### src/rtl/rst_ctrl_pkg.sv
// Constants, option encodings and register map of the reset and power-on controller
package rst_ctrl_pkg;
    // Clock rate of the system clock, kHz
    localparam int CLK_KHZ = 125000;
    // Power stabilization time in microseconds (4.6 ms) and its cycle count
    localparam int PWR_STAB_US = 4600;
    localparam int PWR_STAB_CYC = PWR_STAB_US * (CLK_KHZ / 1000);
    // De-bounce low time in milliseconds and its cycle count
    localparam int DEBOUNCE_MS = 8;
    localparam int DEBOUNCE_CYC = DEBOUNCE_MS * CLK_KHZ;
    // Clock stabilization counts
    localparam int CLK_STAB_OSC = 2048;
    localparam int CLK_STAB_SLOW = 5;
    // Watchdog ticks between clears
    localparam int WDT_TICKS = 256;
    // Slow oscillator frequency in Hz and system cycles per slow-oscillator period
    localparam int SLOW_OSC_HZ = 16000;
    localparam int SLOW_PERIOD_CYC = (CLK_KHZ * 1000) / SLOW_OSC_HZ;
    // Reset vector
    localparam logic [15:0] RESET_VECTOR = 16'h0000;

    // Register byte addresses (word aligned)
    localparam logic [3:0] ADDR_FLAGS = 4'h0;
    localparam logic [3:0] ADDR_SWRST = 4'h4;
    localparam logic [3:0] ADDR_WDCLR = 4'h8;
    // Field positions of the flag register
    localparam int FLAG_SUPPLY_BIT = 7;
    localparam int FLAG_WDOG_BIT = 6;
    localparam int FLAG_PIN_BIT = 5;
    localparam int FLAG_MID_BIT = 2;
    localparam int FLAG_HIGH_BIT = 1;
    // Magic values
    localparam logic [7:0] WDT_CLEAR_KEY = 8'h5a;
    localparam logic [7:0] SWRST_KEY = 8'h01;

    // Supply detection options
    typedef enum logic [1:0] {
        DETECT_LOW = 2'h0,
        DETECT_MEDIUM = 2'h1,
        DETECT_HIGH = 2'h2,
        DETECT_MAXIMUM = 2'h3
    } detect_opt_t;
    // Shared pin use
    typedef enum logic [1:0] {
        PIN_RESET_DEBOUNCE = 2'h0,
        PIN_RESET_DIRECT = 2'h1,
        PIN_GPIO = 2'h2
    } pin_opt_t;
    // Watchdog options
    typedef enum logic [1:0] {
        WDOG_ALWAYS = 2'h0,
        WDOG_ENABLE = 2'h1,
        WDOG_DISABLE = 2'h2
    } wdog_opt_t;
    // Power modes
    typedef enum logic [1:0] {
        PMODE_NORMAL = 2'h0,
        PMODE_IDLE = 2'h1,
        PMODE_STOP = 2'h2
    } pmode_t;
    // Clock source options
    typedef enum logic [2:0] {
        CLKSRC_FAST_RC = 3'h0,
        CLKSRC_FAST_RC_RTC = 3'h1,
        CLKSRC_XTAL_HIGH = 3'h2,
        CLKSRC_XTAL_STD = 3'h3,
        CLKSRC_EXTERNAL = 3'h4
    } clksrc_t;
    // Sequencer states, one-hot
    typedef enum logic [4:0] {
        ST_HOLD = 5'b00001,
        ST_PWR_STAB = 5'b00010,
        ST_CLK_STAB = 5'b00100,
        ST_SW_PULSE = 5'b01000,
        ST_RUN = 5'b10000
    } seq_state_t;
endpackage

### src/rtl/reset_power_on_controller.sv
// Reset and power-on controller: reset sources, power-on sequencer, watchdog and registers
//
// What this block does
// RULE1 - Any reset source causes a system reset
// RULE2 - Hardware resets run power-on sequence; software not
// RULE3 - Leave reset with init registers, vector 0x0000
// RULE4 - Sequence: power then clock stabilization, then run
// RULE5 - Power stabilization lasts 4.6 ms
// RULE6 - Load clock, wait 2048 clocks plus 5 slow
// RULE7 - Three thresholds; option picks reset or flag
// RULE8 - Maximum option resets at or below 3.3 V
// RULE9 - High option resets 2.4 V, flags 3.3 V
// RULE10 - Medium resets 1.8 V, flags 2.4 V; low only resets
// RULE11 - Writing 0x5a to watchdog clear restarts timer
// RULE12 - Watchdog resets after 256 prescaled ticks
// RULE13 - Prescaler divides 16 kHz by 4/8/16/32
// RULE14 - Always option counts in every power mode
// RULE15 - Enable option counts only in normal mode
// RULE16 - Disable option never counts nor resets
// RULE17 - Direct pin: low resets until pin high
// RULE18 - De-bounced pin: reset after 8 ms low
// RULE19 - Pin is reset, de-bounced reset, or GPIO
// RULE20 - Two consecutive 0x01 writes cause software reset
// RULE21 - Clock option selects five sources; unused pins GPIO
// RULE22 - Cause flags record supply, watchdog or pin reset
// RULE23 - Mid/high flags show present supply comparison
// RULE24 - Software request is bit 0, others zero
// RULE25 - Other write between cancels pending request
// RULE26 - CPU reset held until sequence or pulse completes
`timescale 1ns/100ps
module reset_power_on_controller
    import rst_ctrl_pkg::*;
#(
    parameter int PWR_STAB_CYCLES = rst_ctrl_pkg::PWR_STAB_CYC,
    parameter int DEBOUNCE_CYCLES = rst_ctrl_pkg::DEBOUNCE_CYC,
    parameter int SLOW_CYCLES = rst_ctrl_pkg::SLOW_PERIOD_CYC
) (
    // Clock and reset
    input wire logic clk_sys_i,
    input wire logic sys_rst_i,
    // Build-time options
    input wire rst_ctrl_pkg::detect_opt_t detect_opt_i,
    input wire rst_ctrl_pkg::pin_opt_t pin_opt_i,
    input wire rst_ctrl_pkg::wdog_opt_t wdog_opt_i,
    input wire logic [1:0] wdog_div_sel_i,
    input wire rst_ctrl_pkg::clksrc_t clksrc_opt_i,
    // Supply comparators, high while supply at or below threshold
    input wire logic supply_le_1v8_i,
    input wire logic supply_le_2v4_i,
    input wire logic supply_le_3v3_i,
    // Shared reset pin, active low
    input wire logic shared_reset_pin_n_i,
    // Power mode and oscillator ticks
    input wire rst_ctrl_pkg::pmode_t pmode_i,
    input wire logic osc_tick_i,
    // Avalon-MM slave
    input wire logic [3:0] avs_address_i,
    input wire logic avs_read_i,
    input wire logic avs_write_i,
    input wire logic [31:0] avs_writedata_i,
    output logic [31:0] avs_readdata_o,
    output logic avs_waitrequest_o,
    // Core control
    output logic cpu_rst_o,
    output logic [15:0] fetch_addr_o,
    output rst_ctrl_pkg::clksrc_t clksrc_o,
    output logic osc_start_o,
    output logic osc_pins_gpio_o,
    output logic shared_pin_gpio_o
);
    import rst_ctrl_pkg::*;

    ////////////////////////////////////////////////////////////////////////////
    // Reset sources
    logic supply_rst;
    logic pin_rst;
    logic wdog_rst;
    logic sw_rst;
    logic hw_rst;
    logic [31:0] deb_cnt;

    // Supply option picks which comparator resets
    always_comb begin
        unique case (detect_opt_i)
            DETECT_MAXIMUM: supply_rst = supply_le_3v3_i; // see RULE8
            DETECT_HIGH: supply_rst = supply_le_2v4_i; // see RULE9
            default: supply_rst = supply_le_1v8_i; // see RULE10
        endcase
    end

    // De-bounce counter: any high sample restarts it, so short pulses vanish
    always_ff @(posedge clk_sys_i) begin
        if (sys_rst_i || shared_reset_pin_n_i || pin_opt_i != PIN_RESET_DEBOUNCE) begin
            deb_cnt <= 32'h0;
        end else if (deb_cnt < DEBOUNCE_CYCLES) begin
            deb_cnt <= deb_cnt + 32'h1; // see RULE18
        end
    end

    // Pin reset by option; GPIO use never resets
    always_comb begin
        unique case (pin_opt_i)
            PIN_RESET_DIRECT: pin_rst = !shared_reset_pin_n_i; // see RULE17
            PIN_RESET_DEBOUNCE: pin_rst = (deb_cnt >= DEBOUNCE_CYCLES); // see RULE18
            default: pin_rst = 1'b0; // see RULE19
        endcase
    end

    assign shared_pin_gpio_o = (pin_opt_i == PIN_GPIO); // see RULE19
    assign hw_rst = supply_rst | pin_rst | wdog_rst; // see RULE1

    ////////////////////////////////////////////////////////////////////////////
    // Slow oscillator tick and watchdog
    logic [15:0] slow_cnt;
    logic slow_tick;
    logic [4:0] pre_cnt;
    logic [8:0] wdog_cnt;
    logic wdog_run;
    logic wd_clear;
    seq_state_t state;

    // Slow oscillator modelled as a divider of the system clock
    always_ff @(posedge clk_sys_i) begin
        if (sys_rst_i || slow_cnt == 16'(SLOW_CYCLES - 1)) begin
            slow_cnt <= 16'h0;
        end else begin
            slow_cnt <= slow_cnt + 16'h1;
        end
    end
    assign slow_tick = (slow_cnt == 16'(SLOW_CYCLES - 1));

    // Prescaler terminal count 3, 7, 15 or 31, dividing by 4, 8, 16 or 32
    function automatic logic [4:0] pre_last(input logic [1:0] sel);
        pre_last = 5'((6'h4 << sel) - 6'h1);
    endfunction

    // Running depends on option and power mode
    always_comb begin
        unique case (wdog_opt_i)
            WDOG_ALWAYS: wdog_run = 1'b1; // see RULE14
            WDOG_ENABLE: wdog_run = (pmode_i == PMODE_NORMAL); // see RULE15
            default: wdog_run = 1'b0; // see RULE16
        endcase
    end

    // Watchdog counts only while running firmware; restarts on each reset
    always_ff @(posedge clk_sys_i) begin
        if (sys_rst_i || state != ST_RUN || wd_clear || !wdog_run) begin
            pre_cnt <= 5'h0;
        end else if (slow_tick) begin
            pre_cnt <= (pre_cnt == pre_last(wdog_div_sel_i)) ? 5'h0 : pre_cnt + 5'h1; // see RULE13
        end
    end

    // Idle or stop in enable mode freezes the count rather than clearing it
    always_ff @(posedge clk_sys_i) begin
        if (sys_rst_i || state != ST_RUN || wd_clear) begin
            wdog_cnt <= 9'h0; // see RULE11
        end else if (wdog_run && slow_tick && pre_cnt == pre_last(wdog_div_sel_i)
                     && wdog_cnt < 9'(WDT_TICKS)) begin
            wdog_cnt <= wdog_cnt + 9'h1; // see RULE12
        end
    end
    assign wdog_rst = wdog_run && (wdog_cnt == 9'(WDT_TICKS)); // see RULE12

    ////////////////////////////////////////////////////////////////////////////
    // Register bus
    logic wr_flags;
    logic wr_swrst;
    logic sw_pending;
    logic sw_req_bit;
    logic [7:0] flag_reg;

    assign avs_waitrequest_o = 1'b0; // Every access completes in its first cycle
    assign wr_swrst = avs_write_i && avs_address_i == ADDR_SWRST;
    assign wr_flags = avs_write_i && avs_address_i == ADDR_FLAGS;
    assign wd_clear = avs_write_i && avs_address_i == ADDR_WDCLR
                      && avs_writedata_i[7:0] == WDT_CLEAR_KEY; // see RULE11
    assign sw_rst = wr_swrst && sw_pending && avs_writedata_i[7:0] == SWRST_KEY; // see RULE20

    // First key write arms; any other value disarms
    always_ff @(posedge clk_sys_i) begin
        if (sys_rst_i || state != ST_RUN) begin
            sw_pending <= 1'b0;
        end else if (wr_swrst) begin
            sw_pending <= (avs_writedata_i[7:0] == SWRST_KEY) && !sw_pending; // see RULE25
        end
    end

    // Request bit reads back what was last written, cleared by any reset
    always_ff @(posedge clk_sys_i) begin
        if (sys_rst_i || state != ST_RUN) begin
            sw_req_bit <= 1'b0; // see RULE24
        end else if (wr_swrst) begin
            sw_req_bit <= avs_writedata_i[0];
        end
    end

    // Cause flags set by hardware reset; live supply flags per option
    always_ff @(posedge clk_sys_i) begin
        if (sys_rst_i) begin
            flag_reg <= 8'h00;
        end else begin
            if (hw_rst) begin
                flag_reg[FLAG_SUPPLY_BIT] <= supply_rst; // see RULE22
                flag_reg[FLAG_WDOG_BIT] <= wdog_rst;
                flag_reg[FLAG_PIN_BIT] <= pin_rst;
            end
            flag_reg[FLAG_MID_BIT] <= (detect_opt_i == DETECT_MEDIUM) && supply_le_2v4_i; // see RULE23
            flag_reg[FLAG_HIGH_BIT] <= (detect_opt_i == DETECT_HIGH) && supply_le_3v3_i; // see RULE7
        end
    end

    // Read data decoded in the same cycle the read is accepted
    always_comb begin
        unique case (avs_address_i)
            ADDR_FLAGS: avs_readdata_o = {24'h0, flag_reg};
            ADDR_SWRST: avs_readdata_o = {31'h0, sw_req_bit};
            default: avs_readdata_o = 32'h0; // Clear register and unmapped read zero
        endcase
        if (!avs_read_i) begin
            avs_readdata_o = 32'h0; // Idle bus shows zero
        end
    end

    ////////////////////////////////////////////////////////////////////////////
    // Power-on sequencer
    logic [31:0] seq_cnt;
    logic [2:0] slow_seen;
    seq_state_t next_state;

    always_comb begin
        next_state = state;
        unique case (state)
            ST_HOLD: if (!hw_rst) next_state = ST_PWR_STAB; // see RULE4
            ST_PWR_STAB: if (seq_cnt >= 32'(PWR_STAB_CYCLES - 1)) next_state = ST_CLK_STAB; // see RULE5
            ST_CLK_STAB: if (seq_cnt >= 32'(CLK_STAB_OSC) && slow_seen >= 3'(CLK_STAB_SLOW))
                next_state = ST_RUN; // see RULE6
            ST_SW_PULSE: next_state = ST_RUN; // see RULE2
            ST_RUN: if (sw_rst) next_state = ST_SW_PULSE; // see RULE20
        endcase
        if (hw_rst) begin
            next_state = ST_HOLD; // see RULE2
        end
    end

    always_ff @(posedge clk_sys_i) begin
        if (sys_rst_i) begin
            state <= ST_HOLD;
        end else begin
            state <= next_state;
        end
    end

    // Phase counter: system cycles in power phase, oscillator ticks in clock phase
    always_ff @(posedge clk_sys_i) begin
        if (sys_rst_i || state != next_state) begin
            seq_cnt <= 32'h0;
        end else if (state == ST_PWR_STAB || (state == ST_CLK_STAB && osc_tick_i)) begin
            seq_cnt <= seq_cnt + 32'h1;
        end
    end

    // Slow ticks count only once the oscillator count is done, so the two waits add up
    always_ff @(posedge clk_sys_i) begin
        if (sys_rst_i || state != ST_CLK_STAB) begin
            slow_seen <= 3'h0;
        end else if (slow_tick && seq_cnt >= 32'(CLK_STAB_OSC)
                     && slow_seen < 3'(CLK_STAB_SLOW)) begin
            slow_seen <= slow_seen + 3'h1; // see RULE6
        end
    end

    // Clock source latched as the power phase ends
    always_ff @(posedge clk_sys_i) begin
        if (sys_rst_i) begin
            clksrc_o <= CLKSRC_FAST_RC;
            osc_start_o <= 1'b0;
        end else begin
            if (state == ST_PWR_STAB && next_state == ST_CLK_STAB) begin
                clksrc_o <= clksrc_opt_i; // see RULE21
            end
            osc_start_o <= (next_state == ST_CLK_STAB || next_state == ST_RUN
                            || next_state == ST_SW_PULSE);
        end
    end

    // Fast RC needs no oscillator pins; every other source, external clock included, keeps them
    assign osc_pins_gpio_o = (clksrc_o == CLKSRC_FAST_RC); // see RULE21

    // CPU reset held except while running
    always_ff @(posedge clk_sys_i) begin
        if (sys_rst_i) begin
            cpu_rst_o <= 1'b1;
            fetch_addr_o <= RESET_VECTOR;
        end else begin
            cpu_rst_o <= (next_state != ST_RUN); // see RULE26
            fetch_addr_o <= RESET_VECTOR; // see RULE3
        end
    end
endmodule

### config.mk
export PLATFORM = sky130hd
export DESIGN_NAME = reset_power_on_controller
export DESIGN_NICKNAME = d
export VERILOG_FILES = /design/src/rtl/rst_ctrl_pkg.sv /design/src/rtl/reset_power_on_controller.sv
export SDC_FILE = /design/constraint.sdc
export NUM_CORES = 1
export LEC_CHECK = 0
export BUFFER_PORTS_ARGS = -buffer_cell sky130_fd_sc_hd__buf_2
export CAP_MARGIN = 40
export CORE_ASPECT_RATIO = 1.4
export CORE_UTILIZATION = 56
export CTS_CLUSTER_SIZE = 12
export DETAILED_ROUTE_END_ITERATION = 10
export HOLD_SLACK_MARGIN = 0.12
export PLACE_DENSITY = 0.82
export SYNTH_ARGS = -nofsm -noshare
export SYNTH_HDL_FRONTEND = slang
export SYNTH_SLANG_ARGS = --single-unit
export TNS_END_PERCENT = 100
### constraint.sdc
create_clock -name clk_sys_i -period 3.3 [get_ports clk_sys_i]
set_input_delay 0.495 -clock clk_sys_i [delete_from_list [all_inputs] [get_ports clk_sys_i]]
set_output_delay 0.495 -clock clk_sys_i [all_outputs]
set_load 0.01 [all_outputs]
==> results.py <==
metrics = {
    "job": {
        "maxCapViolCount": 0,
    },
    "critical_path": {
        "rr_endpoint": "seq_cnt[1]$_SDFFE_PP0P_",
        "worst_setup_path_end_kind": "flip-flop",
        "endpoint": "seq_cnt[1]$_SDFFE_PP0P_",
        "worst_setup_path_start_kind": "flip-flop",
        "worstSetupPathType": "flip-flop to flip-flop",
        "worst-path-max-fanout": 31,
        "required_ps": 3620,
        "r2r_slack_ps": 620,
        "cp.arrival_ps": 3010,
        "critPathLaunch": "deb_cnt[25]$_SDFFE_PP0N_",
        "reg2reg_from": "deb_cnt[25]$_SDFFE_PP0N_",
        "reg2reg_depth": 7,
    },
    "floorplan": {
        "die_x_um": 89.8,
        "io_pins": 114,
        "fp-row-count": 44,
        "dieArea_mm2": 0.0112,
        "start_util_pct": 57.8,
        "die_height_um": 125,
        "core-area_mm2": 0.0105,
    },
    "cts": {
        "clk_latency_ps": 420,
        "root_buffer": "clkbuf_16",
        "tritoncts": "yes",
        "path_clk_slew_ps": 60,
        "ctsHoldBuffers": 0,
        "cts.path.max_buffers": 2,
        "htree_num_levels": 4,
        "cts_sinks": 114,
        "cts_buffers": 17,
        "cts_setup_buffers": 0,
        "cts_resized": 0,
    },
    "synthesis": {
        "synth.area.mux_share_pct": 1.34,
        "synth_cell_types": 67,
        "synth-xor-area-share_pct": 10.6,
        "synthSimpleGateAreaFrac_pct": 32.8,
        "synthCells": 683,
        "synth_compound_area_share_pct": 6.39,
        "async_reset_ff_share_pct": 0,
        "yosysSeqAreaShare_pct": 37.7,
        "synth_top_family_by_area": "simple AND/OR/NAND/NOR gates",
        "synth_area_mm2": 0.00605,
        "synth_commonest_cells": "dfxtp_1, nor2_1, nand2_1",
        "yosysMostFrequentCell": "dfxtp_1",
        "synth_top_area_share_pct": 37.7,
        "ys_ff_latch": 114,
        "synthAdderAreaFrac_pct": 2.07,
        "synthTopCellsByArea": "dfxtp_1, xor2_1, buf_4",
        "synth_area_per_cell_um2": 8.85,
        "yosys_warnings": 0,
        "yosys_most_used_dff": "dfxtp_1",
        "synth-edff-count": 0,
        "netlist.top_cell.by_area": "dfxtp_1",
    },
    "timing": {
        "rsz0062_at_grt": "no",
        "final_max_slew_viol_count": 0,
        "min_period_over_period_pct": 81.3,
        "max_freq_mhz": 373,
        "finClkSkew_ps": 9.45,
        "max_slew.worst_pin.slew_ps": 850,
        "finalCriticalPeriod_ps": 2680,
        "setup-violations-final": 0,
        "relSlewSlack_pct": 43.2,
        "tns_ps": 0,
        "final_hold_viol_count": 0,
    },
    "detailed_routing": {
        "dr.pass1.iters": 5,
        "wire_per_inst_um": 13.9,
        "vias_per_cell": 5.45,
        "drc": 0,
        "drt_iter0_markers": 254,
        "finalWirelength_um": 12300,
        "ant_nets": 0,
        "via_count": 4803,
    },
    "outcome": {
        "status": "finished clean",
    },
    "cells_and_area": {
        "nFillCells": 847,
        "nets": 798,
        "diodes": 0,
        "area_delta_synth_final_pct": 11.9,
        "largestRegisters": "deb_cnt (32), seq_cnt (32), slow_cnt (16)",
        "drive_above_1_share_pct": 18.6,
    },
    "power_and_ir_drop": {
        "irDropWorstVdd_mv": 0.318,
        "p_leak_nw": 2.59,
        "powerDensity_mw_per_mm2": 497,
        "p_total_mw": 3.36,
    },
    "worst_hold_path": {
        "hold_class": "input pin to flip-flop",
        "hold_depth": 2,
    },
    "placed_design": {
        "place_congestion": 0.851,
        "port_buffers": 46,
        "hpwlAfterDp_um": 8230,
    },
    "global_route": {
        "antenna_found_initial": 0,
        "grt_overflow": 0,
        "grt_pass1_wl_um": 21200,
        "grt_pass1_vias": 4793,
        "track_usage_pct": 23.2,
        "grt_max_degree": 33,
    },
}
-- cell usage in the layout (no fill, tap or decap), drive strengths merged, types with 2 or more instances in the layout --
cell type / n
clkbuf: 19
bufinv: 2
or3: 5
o211ai: 2
nor4: 15
nor3: 48
dfxtp: 114
nor2: 78
ha: 10
conb: 43
and2: 19
nor4bb: 3
or4: 5
nand3: 26
a21oi: 18
o21ai: 8
nand2: 71
nand4: 26
nand2b: 7
o2111ai: 2
o31ai: 3
nor4b: 6
and3b: 2
or2: 6
nor2b: 2
xnor2: 30
mux2i: 7
o21a: 3
and3: 13
inv: 20
nor3b: 2
clkinv: 7
xor2: 43
and4: 9
buf: 51
-- routing by layer --
metal	wire length (um)	part of all wire (%)	vias up	global-route usage (%)
li1	-	-	2371	-
met1	4870	40	2262	24.2
met2	6520	53	138	42.5
met4	352	2.9	0	12.9
met5	0	0	-	0
met3	526	4.3	32	5.47
-- metrics by stage --
step | setup WS, ps | instances | util, % | hold WS (ps) | area, um2
finish | 617 | 881 | 64.7 | 276 | 6770
global route | 411 | 881 | 64.7 | 282 | 6770
CTS | 598 | 881 | 64.7 | 270 | 6770
detailed placement | 575 | 849 | 59.0 | 446 | 6170
global placement | 667 | 849 | 59.0 | 438 | 6170
floorplan | 961 | 725 | - | 426 | 6200
-- report_power, final --
part / internal (mW) / leakage, nW / total (mW) / switching [mW]
Clock: 1.14 / 0.288 / 1.82 / 0.680
Combinational: 0.0470 / 1.39 / 0.149 / 0.102
Sequential: 1.38 / 0.920 / 1.39 / 0.00821
-- critical path: stages (launching register included) --
cell     delay [ps]
dfxtp_1         300
nor4_1          390
nand3_2         240
o31ai_4         390
nand2_4         120
o41ai_4         530
nand2_8         310
nor4b_1         300
-- final cells by class --
class	instances	area, um2	share of cell area (%)
clock buffer	19	443	6.54
clock inverter	13	151	2.24
inverter	17	63.8	0.943
multi-input combinational	529	3370	49.9
sequential	114	2280	33.7
tap	138	173	2.55
timing repair buffer	51	280	4.14
-- logic make-up after synthesis --
group                      Yosys count
xor gates and xnor gates            73
adders and majority gates           10
and+or+nand+nor                    345
other                                1
AOI/OAI and AO/OA                   50
buffers and inverters               82
muxes                                8
DFF                                114
-- worst min path at each step --
| stage | slack, ps | end | startpoint |
|---|---|---|---|
| detailed placement | 450 | deb_cnt[25]$_SDFFE_PP0N_ | deb_cnt[25]$_SDFFE_PP0N_ |
| global route | 280 | flag_reg[2]$_SDFF_PP0_ | detect_opt_i[1] |
| finish | 280 | flag_reg[2]$_SDFF_PP0_ | detect_opt_i[1] |
| CTS | 270 | flag_reg[2]$_SDFF_PP0_ | detect_opt_i[1] |
| global placement | 440 | slow_cnt[0]$_SDFF_PP0_ | slow_cnt[0]$_SDFF_PP0_ |
| floorplan | 430 | slow_cnt[0]$_SDFF_PP0_ | slow_cnt[0]$_SDFF_PP0_ |
Note: power is estimated with default switching activity, not from simulation.
